**src/hw/sled_pkg.sv**
```systemverilog
package sled_pkg;

    // ************************************************************
    // Clock and timing
    // ************************************************************
    localparam int unsigned CLK_KHZ       = 200_000;
    localparam int unsigned BLINK_MS      = 200;
    localparam int unsigned FLASH_ON_MS   = 200;
    localparam int unsigned FLASH_OFF_MS  = 1000;
    localparam int unsigned FLICKER_MS    = 50;
    localparam int unsigned STEP_US       = 10;
    localparam int unsigned BLINK_CYC     = BLINK_MS * CLK_KHZ;
    localparam int unsigned FLASH_ON_CYC  = FLASH_ON_MS * CLK_KHZ;
    localparam int unsigned FLASH_OFF_CYC = FLASH_OFF_MS * CLK_KHZ;
    localparam int unsigned FLICKER_CYC   = FLICKER_MS * CLK_KHZ;
    localparam int unsigned STEP_CYC      = STEP_US * CLK_KHZ / 1000;

    // ************************************************************
    // Register map
    // ************************************************************
    localparam logic [7:0] REG_CTRL     = 8'h00;
    localparam logic [7:0] REG_STATUS   = 8'h04;
    localparam logic [7:0] REG_IRQ_STAT = 8'h08;
    localparam logic [7:0] REG_IRQ_MASK = 8'h0C;
    localparam logic [2:0] CTRL_RESET   = 3'h4;
    localparam logic [4:0] MASK_RESET   = 5'h00;
    localparam int unsigned IRQ_W       = 5;

    // ************************************************************
    // Types
    // ************************************************************
    typedef enum logic [2:0] {
        ST_LOAD   = 3'b000,
        ST_INIT   = 3'b001,
        ST_PREOP  = 3'b010,
        ST_SAFEOP = 3'b011,
        ST_OP     = 3'b100
    } sled_state_t;

    typedef struct packed {
        logic comm_err;
        logic link_up;
        logic activity;
        logic card_access;
        logic unit_err;
        logic unit_warn;
        logic unit_alarm;
    } sled_pins_t;

    typedef struct packed {
        logic power;
        logic comm_state_led;
        logic comm_error_led;
        logic link_activity_led;
        logic card_led;
        logic unit_fault_led;
        logic unit_alarm_led;
        logic reserved_a;
        logic reserved_b;
    } sled_leds_t;

    typedef struct packed {
        logic mailbox;
        logic pdo_s2m;
        logic pdo_m2s;
    } sled_svc_t;

endpackage

```
**src/hw/sled_indicator.sv**
```systemverilog
// Behaviour
// - Blue power lamp steadily on while powered.
// - State lamp: off, blink, single flash, on.
// - Red fieldbus error lamp follows communication error.
// - Link lamp flickers while link carries frames.
// - Link lamp steady on when link idle.
// - Link lamp off without physical link.
// - Card lamp on only during card access.
// - Fault lamp: error on, warning blinks, else off.
// - Alarm lamp follows unit alarm.
// - Init blocks mailbox and process data.
// - Pre-Operational allows mailbox only.
// - Safe-Operational: mailbox and slave-to-master data.
// - State steps happen automatically, no user program.
// - Operational: state lamp on, link flag set.
// - Load parameters, start, flag when links up.
//
// Chosen here: the Wishbone slave port and the register addresses.
`timescale 1ns/100ps
`default_nettype none

module sled_indicator
#(
    parameter int unsigned BLINK_CYC     = sled_pkg::BLINK_CYC,
    parameter int unsigned FLASH_ON_CYC  = sled_pkg::FLASH_ON_CYC,
    parameter int unsigned FLASH_OFF_CYC = sled_pkg::FLASH_OFF_CYC,
    parameter int unsigned FLICKER_CYC   = sled_pkg::FLICKER_CYC
)
(
    input  wire logic              clk_i,
    input  wire logic              rst_i,
    input  wire logic              wb_cyc_i,
    input  wire logic              wb_stb_i,
    input  wire logic              wb_we_i,
    input  wire logic [7:0]        wb_adr_i,
    input  wire logic [3:0]        wb_sel_i,
    input  wire logic [31:0]       wb_dat_i,
    output logic      [31:0]       wb_dat_o,
    output logic                   wb_ack_o,
    input  wire logic              param_ready_i,
    input  wire sled_pkg::sled_pins_t pins_i,
    output sled_pkg::sled_leds_t   leds_o,
    output sled_pkg::sled_svc_t    svc_o,
    output logic                   link_established_flag_o,
    output logic                   irq_o
);
    import sled_pkg::*;

    // ************************************************************
    // Pin synchronisers
    // ************************************************************
    localparam int unsigned PIN_W = $bits(sled_pins_t);

    logic [PIN_W-1:0] sync_a;
    logic [PIN_W-1:0] sync_b;
    sled_pins_t       pin;

    genvar g;
    generate
        for (g = 0; g < PIN_W; g++)
        begin : g_sync
            always_ff @(posedge clk_i)
            begin
                if (rst_i)
                begin
                    sync_a[g] <= 1'b0;
                    sync_b[g] <= 1'b0;
                end
                else
                begin
                    sync_a[g] <= pins_i[g];
                    sync_b[g] <= sync_a[g];
                end
            end
        end
    endgenerate

    assign pin = sync_b;

    // ************************************************************
    // Register decode
    // ************************************************************
    logic [2:0]       ctrl_target;
    logic [IRQ_W-1:0] irq_stat;
    logic [IRQ_W-1:0] irq_mask;
    sled_state_t      state;
    sled_svc_t        svc;
    // A write takes effect at the edge where the master sees ack.
    wire              bus_req = wb_cyc_i & wb_stb_i & ~wb_ack_o;
    wire              bus_end = wb_cyc_i & wb_stb_i & wb_ack_o;
    wire              bus_wr  = bus_end & wb_we_i & wb_sel_i[0];
    wire              wr_ctrl = bus_wr & (wb_adr_i == REG_CTRL);
    wire              wr_stat = bus_wr & (wb_adr_i == REG_IRQ_STAT);
    wire              wr_mask = bus_wr & (wb_adr_i == REG_IRQ_MASK);
    wire [31:0]       status_word = {24'h000000,
                                     link_established_flag_o,
                                     svc, 1'b0, state};
    wire [31:0]       rd_word =
        (wb_adr_i == REG_CTRL)     ? {29'h0000000, ctrl_target} :
        (wb_adr_i == REG_STATUS)   ? status_word :
        (wb_adr_i == REG_IRQ_STAT) ? {27'h0000000, irq_stat} :
        (wb_adr_i == REG_IRQ_MASK) ? {27'h0000000, irq_mask} :
        32'h00000000;

    always_ff @(posedge clk_i)
    begin
        if (rst_i)
        begin
            wb_ack_o <= 1'b0;
            wb_dat_o <= 32'h00000000;
        end
        else
        begin
            wb_ack_o <= bus_req;
            wb_dat_o <= bus_req ? rd_word : 32'h00000000;
        end
    end

    always_ff @(posedge clk_i)
    begin
        if (rst_i)
        begin
            ctrl_target <= CTRL_RESET;
            irq_mask    <= MASK_RESET;
        end
        else
        begin
            if (wr_ctrl)
            begin
                ctrl_target <= wb_dat_i[2:0];
            end
            if (wr_mask)
            begin
                irq_mask <= wb_dat_i[IRQ_W-1:0];
            end
        end
    end

    // ************************************************************
    // Communication state machine
    // ************************************************************
    sled_state_t next_state;
    logic [31:0] step_cnt;
    wire         step_done = (step_cnt == 32'(STEP_CYC - 1));
    wire         may_rise  = (state != ST_LOAD) && (state < ctrl_target);

    always_comb
    begin
        next_state = state;
        case (state)
            ST_LOAD:   next_state = param_ready_i ? ST_INIT : ST_LOAD;
            ST_INIT:   next_state = ST_PREOP;
            ST_PREOP:  next_state = ST_SAFEOP;
            ST_SAFEOP: next_state = ST_OP;
            ST_OP:     next_state = ST_OP;
            default:   next_state = ST_INIT;
        endcase
        if (state != ST_LOAD && !pin.link_up)
        begin
            next_state = ST_INIT;
        end
        else if (state != ST_LOAD && state > ctrl_target)
        begin
            next_state = sled_state_t'(ctrl_target);
        end
        else if (state != ST_LOAD && !(may_rise && step_done))
        begin
            next_state = state;
        end
    end

    always_ff @(posedge clk_i)
    begin
        if (rst_i)
        begin
            state    <= ST_LOAD;
            step_cnt <= 32'h00000000;
        end
        else
        begin
            state    <= next_state;
            step_cnt <= (next_state != state || step_done || !may_rise
                         || !pin.link_up)
                        ? 32'h00000000 : step_cnt + 32'h00000001;
        end
    end

    // ************************************************************
    // Service enables
    // ************************************************************
    always_comb
    begin
        case (state)
            ST_PREOP:  svc = '{1'b1, 1'b0, 1'b0};
            ST_SAFEOP: svc = '{1'b1, 1'b1, 1'b0};
            ST_OP:     svc = '{1'b1, 1'b1, 1'b1};
            default:   svc = '{1'b0, 1'b0, 1'b0};
        endcase
    end

    always_ff @(posedge clk_i)
    begin
        if (rst_i)
        begin
            svc_o                   <= '{1'b0, 1'b0, 1'b0};
            link_established_flag_o <= 1'b0;
        end
        else
        begin
            svc_o                   <= svc;
            link_established_flag_o <= (state == ST_OP);
        end
    end

    // ************************************************************
    // Blink, flash and flicker timing
    // ************************************************************
    logic [31:0] blink_cnt;
    logic [31:0] flash_cnt;
    logic [31:0] flick_cnt;
    logic        blink_ph;
    logic        flick_ph;
    logic        act_seen;
    logic        act_prev;
    wire         blink_end = (blink_cnt == 32'(BLINK_CYC - 1));
    wire         flash_end = (flash_cnt ==
                              32'(FLASH_ON_CYC + FLASH_OFF_CYC - 1));
    wire         flick_end = (flick_cnt == 32'(FLICKER_CYC - 1));
    wire         flash_on  = (flash_cnt < 32'(FLASH_ON_CYC));

    always_ff @(posedge clk_i)
    begin
        if (rst_i)
        begin
            blink_cnt <= 32'h00000000;
            flash_cnt <= 32'h00000000;
            flick_cnt <= 32'h00000000;
            blink_ph  <= 1'b1;
            flick_ph  <= 1'b1;
            act_seen  <= 1'b0;
            act_prev  <= 1'b0;
        end
        else
        begin
            blink_cnt <= blink_end ? 32'h00000000 : blink_cnt + 32'h1;
            flash_cnt <= flash_end ? 32'h00000000 : flash_cnt + 32'h1;
            flick_cnt <= flick_end ? 32'h00000000 : flick_cnt + 32'h1;
            if (blink_end)
            begin
                blink_ph <= ~blink_ph;
            end
            // Activity in this or the previous flicker period keeps the
            // lamp flickering, so that short frames still show.
            if (flick_end)
            begin
                flick_ph <= ~flick_ph;
                act_prev <= act_seen | pin.activity;
                act_seen <= 1'b0;
            end
            else if (pin.activity)
            begin
                act_seen <= 1'b1;
            end
        end
    end

    // ************************************************************
    // Indicator drive
    // ************************************************************
    sled_leds_t leds;
    wire        run_led =
        (state == ST_PREOP)  ? blink_ph :
        (state == ST_SAFEOP) ? flash_on :
        (state == ST_OP);
    wire        la_led =
        !pin.link_up ? 1'b0 :
        (act_seen | act_prev) ? flick_ph :
        1'b1;
    wire        fault_led =
        pin.unit_err  ? 1'b1 :
        pin.unit_warn ? blink_ph : 1'b0;

    assign leds.power             = 1'b1;
    assign leds.comm_state_led    = run_led;
    assign leds.comm_error_led    = pin.comm_err;
    assign leds.link_activity_led = la_led;
    assign leds.card_led          = pin.card_access;
    assign leds.unit_fault_led    = fault_led;
    assign leds.unit_alarm_led    = pin.unit_alarm;
    assign leds.reserved_a        = 1'b0;
    assign leds.reserved_b        = 1'b0;

    always_ff @(posedge clk_i)
    begin
        if (rst_i)
        begin
            leds_o <= '{1'b1, 1'b0, 1'b0, 1'b0, 1'b0,
                        1'b0, 1'b0, 1'b0, 1'b0};
        end
        else
        begin
            leds_o <= leds;
        end
    end

    // ************************************************************
    // Interrupts
    // ************************************************************
    sled_state_t      prev_state;
    logic             prev_err;
    logic             prev_link;
    logic             prev_fault;
    logic             prev_alarm;
    wire [IRQ_W-1:0]  irq_evt = {
        pin.unit_alarm & ~prev_alarm,
        pin.unit_err & ~prev_fault,
        prev_link & ~pin.link_up,
        pin.comm_err & ~prev_err,
        state != prev_state
    };
    wire [IRQ_W-1:0]  irq_clr = wr_stat ? wb_dat_i[IRQ_W-1:0]
                                        : {IRQ_W{1'b0}};

    always_ff @(posedge clk_i)
    begin
        if (rst_i)
        begin
            prev_state <= ST_LOAD;
            prev_err   <= 1'b0;
            prev_link  <= 1'b0;
            prev_fault <= 1'b0;
            prev_alarm <= 1'b0;
            irq_stat   <= {IRQ_W{1'b0}};
            irq_o      <= 1'b0;
        end
        else
        begin
            prev_state <= state;
            prev_err   <= pin.comm_err;
            prev_link  <= pin.link_up;
            prev_fault <= pin.unit_err;
            prev_alarm <= pin.unit_alarm;
            // A new event wins over a clear in the same cycle.
            irq_stat   <= (irq_stat & ~irq_clr) | irq_evt;
            irq_o      <= |(irq_stat & irq_mask);
        end
    end

endmodule // sled_indicator

`default_nettype wire

```
**config.mk**
```make
export PLATFORM = sky130hd
export DESIGN_NAME = sled_indicator
export DESIGN_NICKNAME = d
export VERILOG_FILES = /design/src/hw/sled_pkg.sv /design/src/hw/sled_indicator.sv
export SDC_FILE = /design/constraint.sdc
export NUM_CORES = 1
export LEC_CHECK = 0
export ABC_CLOCK_PERIOD_IN_PS = 3300
export BUFFER_PORTS_ARGS = -buffer_cell sky130_fd_sc_hd__buf_2
export CAP_MARGIN = 0
export CORE_ASPECT_RATIO = 1.75
export CORE_MARGIN = 4
export CORE_UTILIZATION = 49
export DETAILED_ROUTE_END_ITERATION = 6
export PLACE_DENSITY = 0.74
export SLEW_MARGIN = 0
export SYNTH_ARGS = -nofsm -noshare
export SYNTH_HDL_FRONTEND = slang
export SYNTH_SLANG_ARGS = --single-unit
```
**constraint.sdc**
```tcl
create_clock -name clk_i -period 3.3 [get_ports clk_i]
set_input_delay 0.33 -clock clk_i [delete_from_list [all_inputs] [get_ports clk_i]]
set_output_delay 0.33 -clock clk_i [all_outputs]
set_load 0.05 [all_outputs]
```
# After elaboration in Yosys (flattened, before gate mapping)
# Index checks and enable logic that the tools add are counted.
[word_totals]
register_bits = 214
in_bits = 57
elab_cells = 135
[classes]
addsub = 4
order_cmp = 3
eq_ne = 13
muxes = 16
bitwise_logic = 26
reduce_logical = 25
[ops]
columns = ["operator", "count"]
rows = [
  ["adder 32 x 1 -> 32 bit (second input constant)", 4],
  ["equality test 32 x 11 -> 1 bit (second input constant)", 1],
  ["equality test 32 x 24 -> 1 bit (second input constant)", 1],
  ["equality test 32 x 26 -> 1 bit (second input constant)", 1],
  ["equality test 32 x 28 -> 1 bit (second input constant)", 1],
  ["< comparator 32 x 26 -> 1 bit (second input constant)", 1],
  ["equality test 8 x 4 -> 1 bit (second input constant)", 2],
  ["2-to-1 mux 5 bit", 3],
  ["OR reduction 2 bit", 7],
  ["bitwise AND 1 bit", 12],
  ["2-to-1 mux 3 bit", 4],
  ["one-hot mux 3 bit (4 select lines)", 1],
  ["bitwise AND 5 bit", 2],
  ["OR reduction 5 bit", 2],
  ["one-hot mux 3 bit (3 select lines)", 1],
  ["equality test 8 x 3 -> 1 bit (second input constant)", 1],
  ["zero test 8 bit", 1],
  ["2-to-1 mux 8 bit", 1],
  ["NOT 1 bit", 8],
  ["equality test 3 x 2 -> 1 bit (second input constant)", 2],
  ["2-to-1 mux 1 bit", 6],
  ["inequality test 3 bit", 2],
  ["logical AND 1 bit", 5],
  ["NOT 5 bit", 1],
  ["other kinds (12)", 17],
]

# Longest topological paths before layout
[depth]
depth_word = 13
ltp_mapped = 9

# Worst setup path after synthesis
# Ideal clock, no wire load.
[synth_path]
path_kind = "register to register"
start = "register ctrl_target[2]"
end = "register state[1]"
setup_time_ps = 74
arrival_ps = 2058
slack_ps = 1168
stages_incl_launch_ff = 9
synth_period_minus_slack_ps = 2132
path_cell_list = "dfxtp_1 -> inv_1 -> ha_1 -> a21oi_1 -> o211ai_2 -> or4_1 -> clkbuf_2 -> or3_1 -> a31oi_1"
[synth_via]
elab_chain_len = 8
[synth_lines]
columns = ["item", "line_no", "rtl"]
rows = [
  ["start: declaration", "sled_indicator.sv:83", "logic [2:0] ctrl_target;"],
  ["start signal: assignment", "sled_indicator.sv:130", "ctrl_target <= wb_dat_i[2:0];"],
  ["< comparator 3 bit", "sled_indicator.sv:145", "wire may_rise = (state != ST_LOAD) && (state < ctrl_target);"],
  ["logical AND 1 bit", "sled_indicator.sv:145", ""],
  ["logical AND 1 bit", "sled_indicator.sv:166", "else if (state != ST_LOAD && !(may_rise && step_done))"],
  ["zero test 1 bit", "sled_indicator.sv:166", ""],
  ["logical AND 1 bit", "sled_indicator.sv:166", ""],
  ["2-to-1 mux 3 bit", "sled_indicator.sv:166", ""],
  ["2-to-1 mux 3 bit *", "sled_indicator.sv:162", "else if (state != ST_LOAD && state > ctrl_target)"],
  ["2-to-1 mux 3 bit *", "sled_indicator.sv:158", "if (state != ST_LOAD && !pin.link_up)"],
  ["end signal: assignment", "sled_indicator.sv:181", "state <= next_state;"],
  ["end: declaration", "sled_indicator.sv:86", "sled_state_t state;"],
]
# Every way passes the cells marked *; elsewhere a longest branch is shown, timed or not.
# A chain may end at the register's enable or synchronous reset.

# Final worst setup path
[layout_path]
start = "register state[2]"
end = "register state[1]"
[layout_via]
elab_chain_len = 8
[layout_lines]
columns = ["item", "line_no"]
rows = [
  ["< comparator 3 bit or nonzero test 3 bit (tied branches)", "sled_indicator.sv:145, sled_indicator.sv:158, sled_indicator.sv:162"],
  ["logical AND 1 bit", "sled_indicator.sv:145"],
  ["logical AND 1 bit", "sled_indicator.sv:166"],
  ["zero test 1 bit", "sled_indicator.sv:166"],
  ["logical AND 1 bit", "sled_indicator.sv:166"],
  ["2-to-1 mux 3 bit", "sled_indicator.sv:166"],
  ["2-to-1 mux 3 bit", "sled_indicator.sv:162"],
  ["2-to-1 mux 3 bit *", "sled_indicator.sv:158"],
]
# Marked as above.

==> reports/qor.txt <==
Status = finished clean
Overall routing resource usage = 17.05%
Overall Power = 4.494 mW
Hold Fails Final Rpt = 0
Placed cell areas = 8493 sq um
Routed len/inst = 13.14 um
Share of cells above drive strength 1 = 10.50%
First-pass GRT wire length = 27.32 mm
Syn. warnings = 0
Count leader, synth = dfxtp_1
Clock Tree Root = clkbuf_16
F_max = 0.3941 GHz
Initial antenna violation count = 0
Worst flop-to-flop path startpoint = state[2]$_SDFF_PP0_
DR pass1 iterations = 4
Crit path time final = 2.537 ns
Full die area = 19010 sq um
Reg2reg path depth = 6
Reg-to-reg endpoint = state[1]$_SDFF_PP0_
Row cnt = 62
Slew HR = 29.07%
Pin count of the biggest net entering global routing = 41
Slew @ Worst Pin = 1.064 ns
Hold crit path type = input pin to register
Drt initial violations = 224
I/O pin total = 104
Vias in the first global route = 6114
Synth top cells by count = dfxtp_1 (186), nor2_1 (184), xor2_1 (63)
Crit path capture = state[1]$_SDFF_PP0_
Max Slew Vio Count = 0
Die H = 179.4 um
CTS Sinks = 186
Final Skew = 0.01195 ns
Synth Register Bits = 186
Cell count after synthesis = 936
Unrepaired setup endpoints after global routing = false
Dpl cells = 1173
Starting Density = 50.02%
Top-area cell type share of the netlist area = 45.26%
Worst Path Max Fanout = 12
I/O Buffers = 46
Cts hold-fix bufs = 0
Nets = 1032
Worst skew pair latency = 0.43 ns
FF-to-FF setup slack = 0.76 ns
Leading area contributor after synthesis = dfxtp_1
Global route total overflow = 0
Mapped cell area = 8227 sq um
GP Congestion = 0.8212
Ys async rst share = 0%
Final WL = 15.84 mm
Clk slew on worst S/H paths = 0.07 ns
Ant. Diodes = 0
CTS buffer count = 17
EDFF count, synth = 0
Peak VDD IR = 0.3198 mV
CTS resizes = 0
PwrDens = 494.8 nW/um^2
Final setup TNS = 0 ns
CP arrival = 2.89 ns
Via/cell ratio = 5.193
Fillers = 1550
Mapped Avg Cell Area = 8.789 sq um
Top post-synthesis cells by area = dfxtp_1 (45%), nor2_1 (8.4%), xor2_1 (6.7%), xnor2_1 (6.1%), nand4_1 (3.3%)
Core area = 16450 sq um
Sequential share of the synthesized area = 45.26%
Main synth FF type = dfxtp_1
Fin area = 9084 sq um
Post-CTS Setup Bufs = 0
DP Wirelength = 11.45 mm
ANT nets after route = 0
CTS Buffer Depth = 2
Lkg Pwr = 3.240 nW
Chip Width = 105.9 um
Critical path required time = 3.65 ns
DR vias = 6257
H-tree levels = 4
P&R area growth vs syn = 10.42%
Max Cap Viol = 0
Final routed DRC violation total = 0
Fin crit share = 76.89%
CTS tree = built
Startpoint Class = register
Path type of the worst setup path = register to register
Setup crit end kind = register
Post-synth cell types = 59
CP Launch Point = state[2]$_SDFF_PP0_
Final setup violation count = 0
Finished Layout Cells = 1205
-- per-stage QoR --
stage | utilization, % | hold WS [ns] | worst slack [ns]
after floorplan | - | 0.4138 | 1.168
after global placement | 51.64 | 0.4239 | 0.8590
after detailed placement | 51.64 | 0.4249 | 0.7958
after CTS | 55.23 | 0.09906 | 0.7925
after global routing | 55.23 | 0.1183 | 0.6206
final | 55.23 | 0.1126 | 0.7626
-- layout by cell type (no fill, tap or decap), types with 4 or more instances in the layout --
| cell | Yosys | final |
|---|---|---|
| nand3_1 | 50 | 50 |
| ha_1 | 7 | 7 |
| or4_1 | 8 | 8 |
| inv_6 | 0 | 5 |
| nand4_1 | 43 | 43 |
| nor2_1 | 184 | 184 |
| nor4_2 | 4 | 4 |
| buf_4 | 31 | 5 |
| conb_1 | 2 | 27 |
| or3_1 | 6 | 6 |
| nand2b_1 | 5 | 5 |
| o21ai_0 | 6 | 6 |
| xor2_1 | 63 | 63 |
| dfxtp_1 | 186 | 186 |
| clkinv_8 | 0 | 4 |
| a21oi_1 | 16 | 16 |
| nor4_1 | 21 | 21 |
| xnor2_1 | 57 | 57 |
| buf_2 | 8 | 46 |
| a21bo_2 | 4 | 4 |
| nand2_1 | 50 | 50 |
| and3_1 | 9 | 9 |
| mux2i_1 | 8 | 8 |
| nor2b_1 | 24 | 24 |
| and4_1 | 15 | 15 |
| nor3_1 | 25 | 25 |
| clkbuf_16 | 0 | 17 |
| and2_1 | 10 | 10 |
| inv_1 | 25 | 25 |
-- cell type report --
cell class | instances | area [sq um] | area share, %
multi-input combinational | 687 | 4128 | 45.44
sequential | 186 | 3724 | 40.99
clock buffer | 19 | 442.9 | 4.876
tap | 224 | 280.3 | 3.085
timing repair buffer | 51 | 267.8 | 2.948
clock inverter | 13 | 147.6 | 1.625
inverter | 25 | 93.84 | 1.033
-- metal layers --
layer	GRT usage (%)	wire, um
met3	3.302	325
met2	32.90	8846
met1	18.31	6427
met4	5.239	241
met5	0	0
-- cell families (layout without fill, tap and decap cells) --
family	after synthesis	after routing	synth area share (%)
other	2	27	0.09129
muxes	11	11	1.795
adders and majority gates	7	7	1.065
and+or+nand+nor	473	473	29.26
DFF	186	186	45.26
AOI/OAI and AO/OA	49	49	4.046
buffers and inverters	88	108	5.703
xor gates and xnor gates	120	120	12.78
-- critical path, stage by stage, from the launching register on --
cell and delay [ns]:
dfxtp_1 0.59, ha_1 0.35, a21oi_1 0.25, o211ai_2 0.13
or4_1 0.64, or3_1 0.35, a31oi_1 0.15
-- state kept, by name (all words and copies together), names as in the netlist, 3 cells and up --
name / cells
flick_cnt: 32
wb_dat_o: 8
pin: 4
ctrl_target: 3
svc_o: 3
leds_o: 4
irq_stat: 5
prev_state: 3
state: 3
flash_cnt: 32
irq_mask: 5
blink_cnt: 32
sync_a: 7
step_cnt: 32
leds: 3
-- power by group --
part           internal [mW]  total [mW]  switching [mW]
logic                 0.0571       0.207           0.150
registers               2.27        2.30          0.0238
clock network           1.04        1.99           0.954
total                   3.37        4.49            1.13
-- worst min path at each step --
stage                              start                   end  slack (ns)  depth (start not counted)
finish                         pins_i[4]  sync_a[4]$_SDFF_PP0_        0.11                          2
global route                   pins_i[5]  sync_a[5]$_SDFF_PP0_        0.12                          2
CTS                            pins_i[4]  sync_a[4]$_SDFF_PP0_         0.1                          2
detailed placement  sync_a[1]$_SDFF_PP0_     pin[1]$_SDFF_PP0_        0.42                          1
global placement    sync_a[6]$_SDFF_PP0_    leds[6]$_SDFF_PP0_        0.42                          1
floorplan           sync_a[0]$_SDFF_PP0_    leds[2]$_SDFF_PP0_        0.41                          1
(Power assumes the default switching activity.)
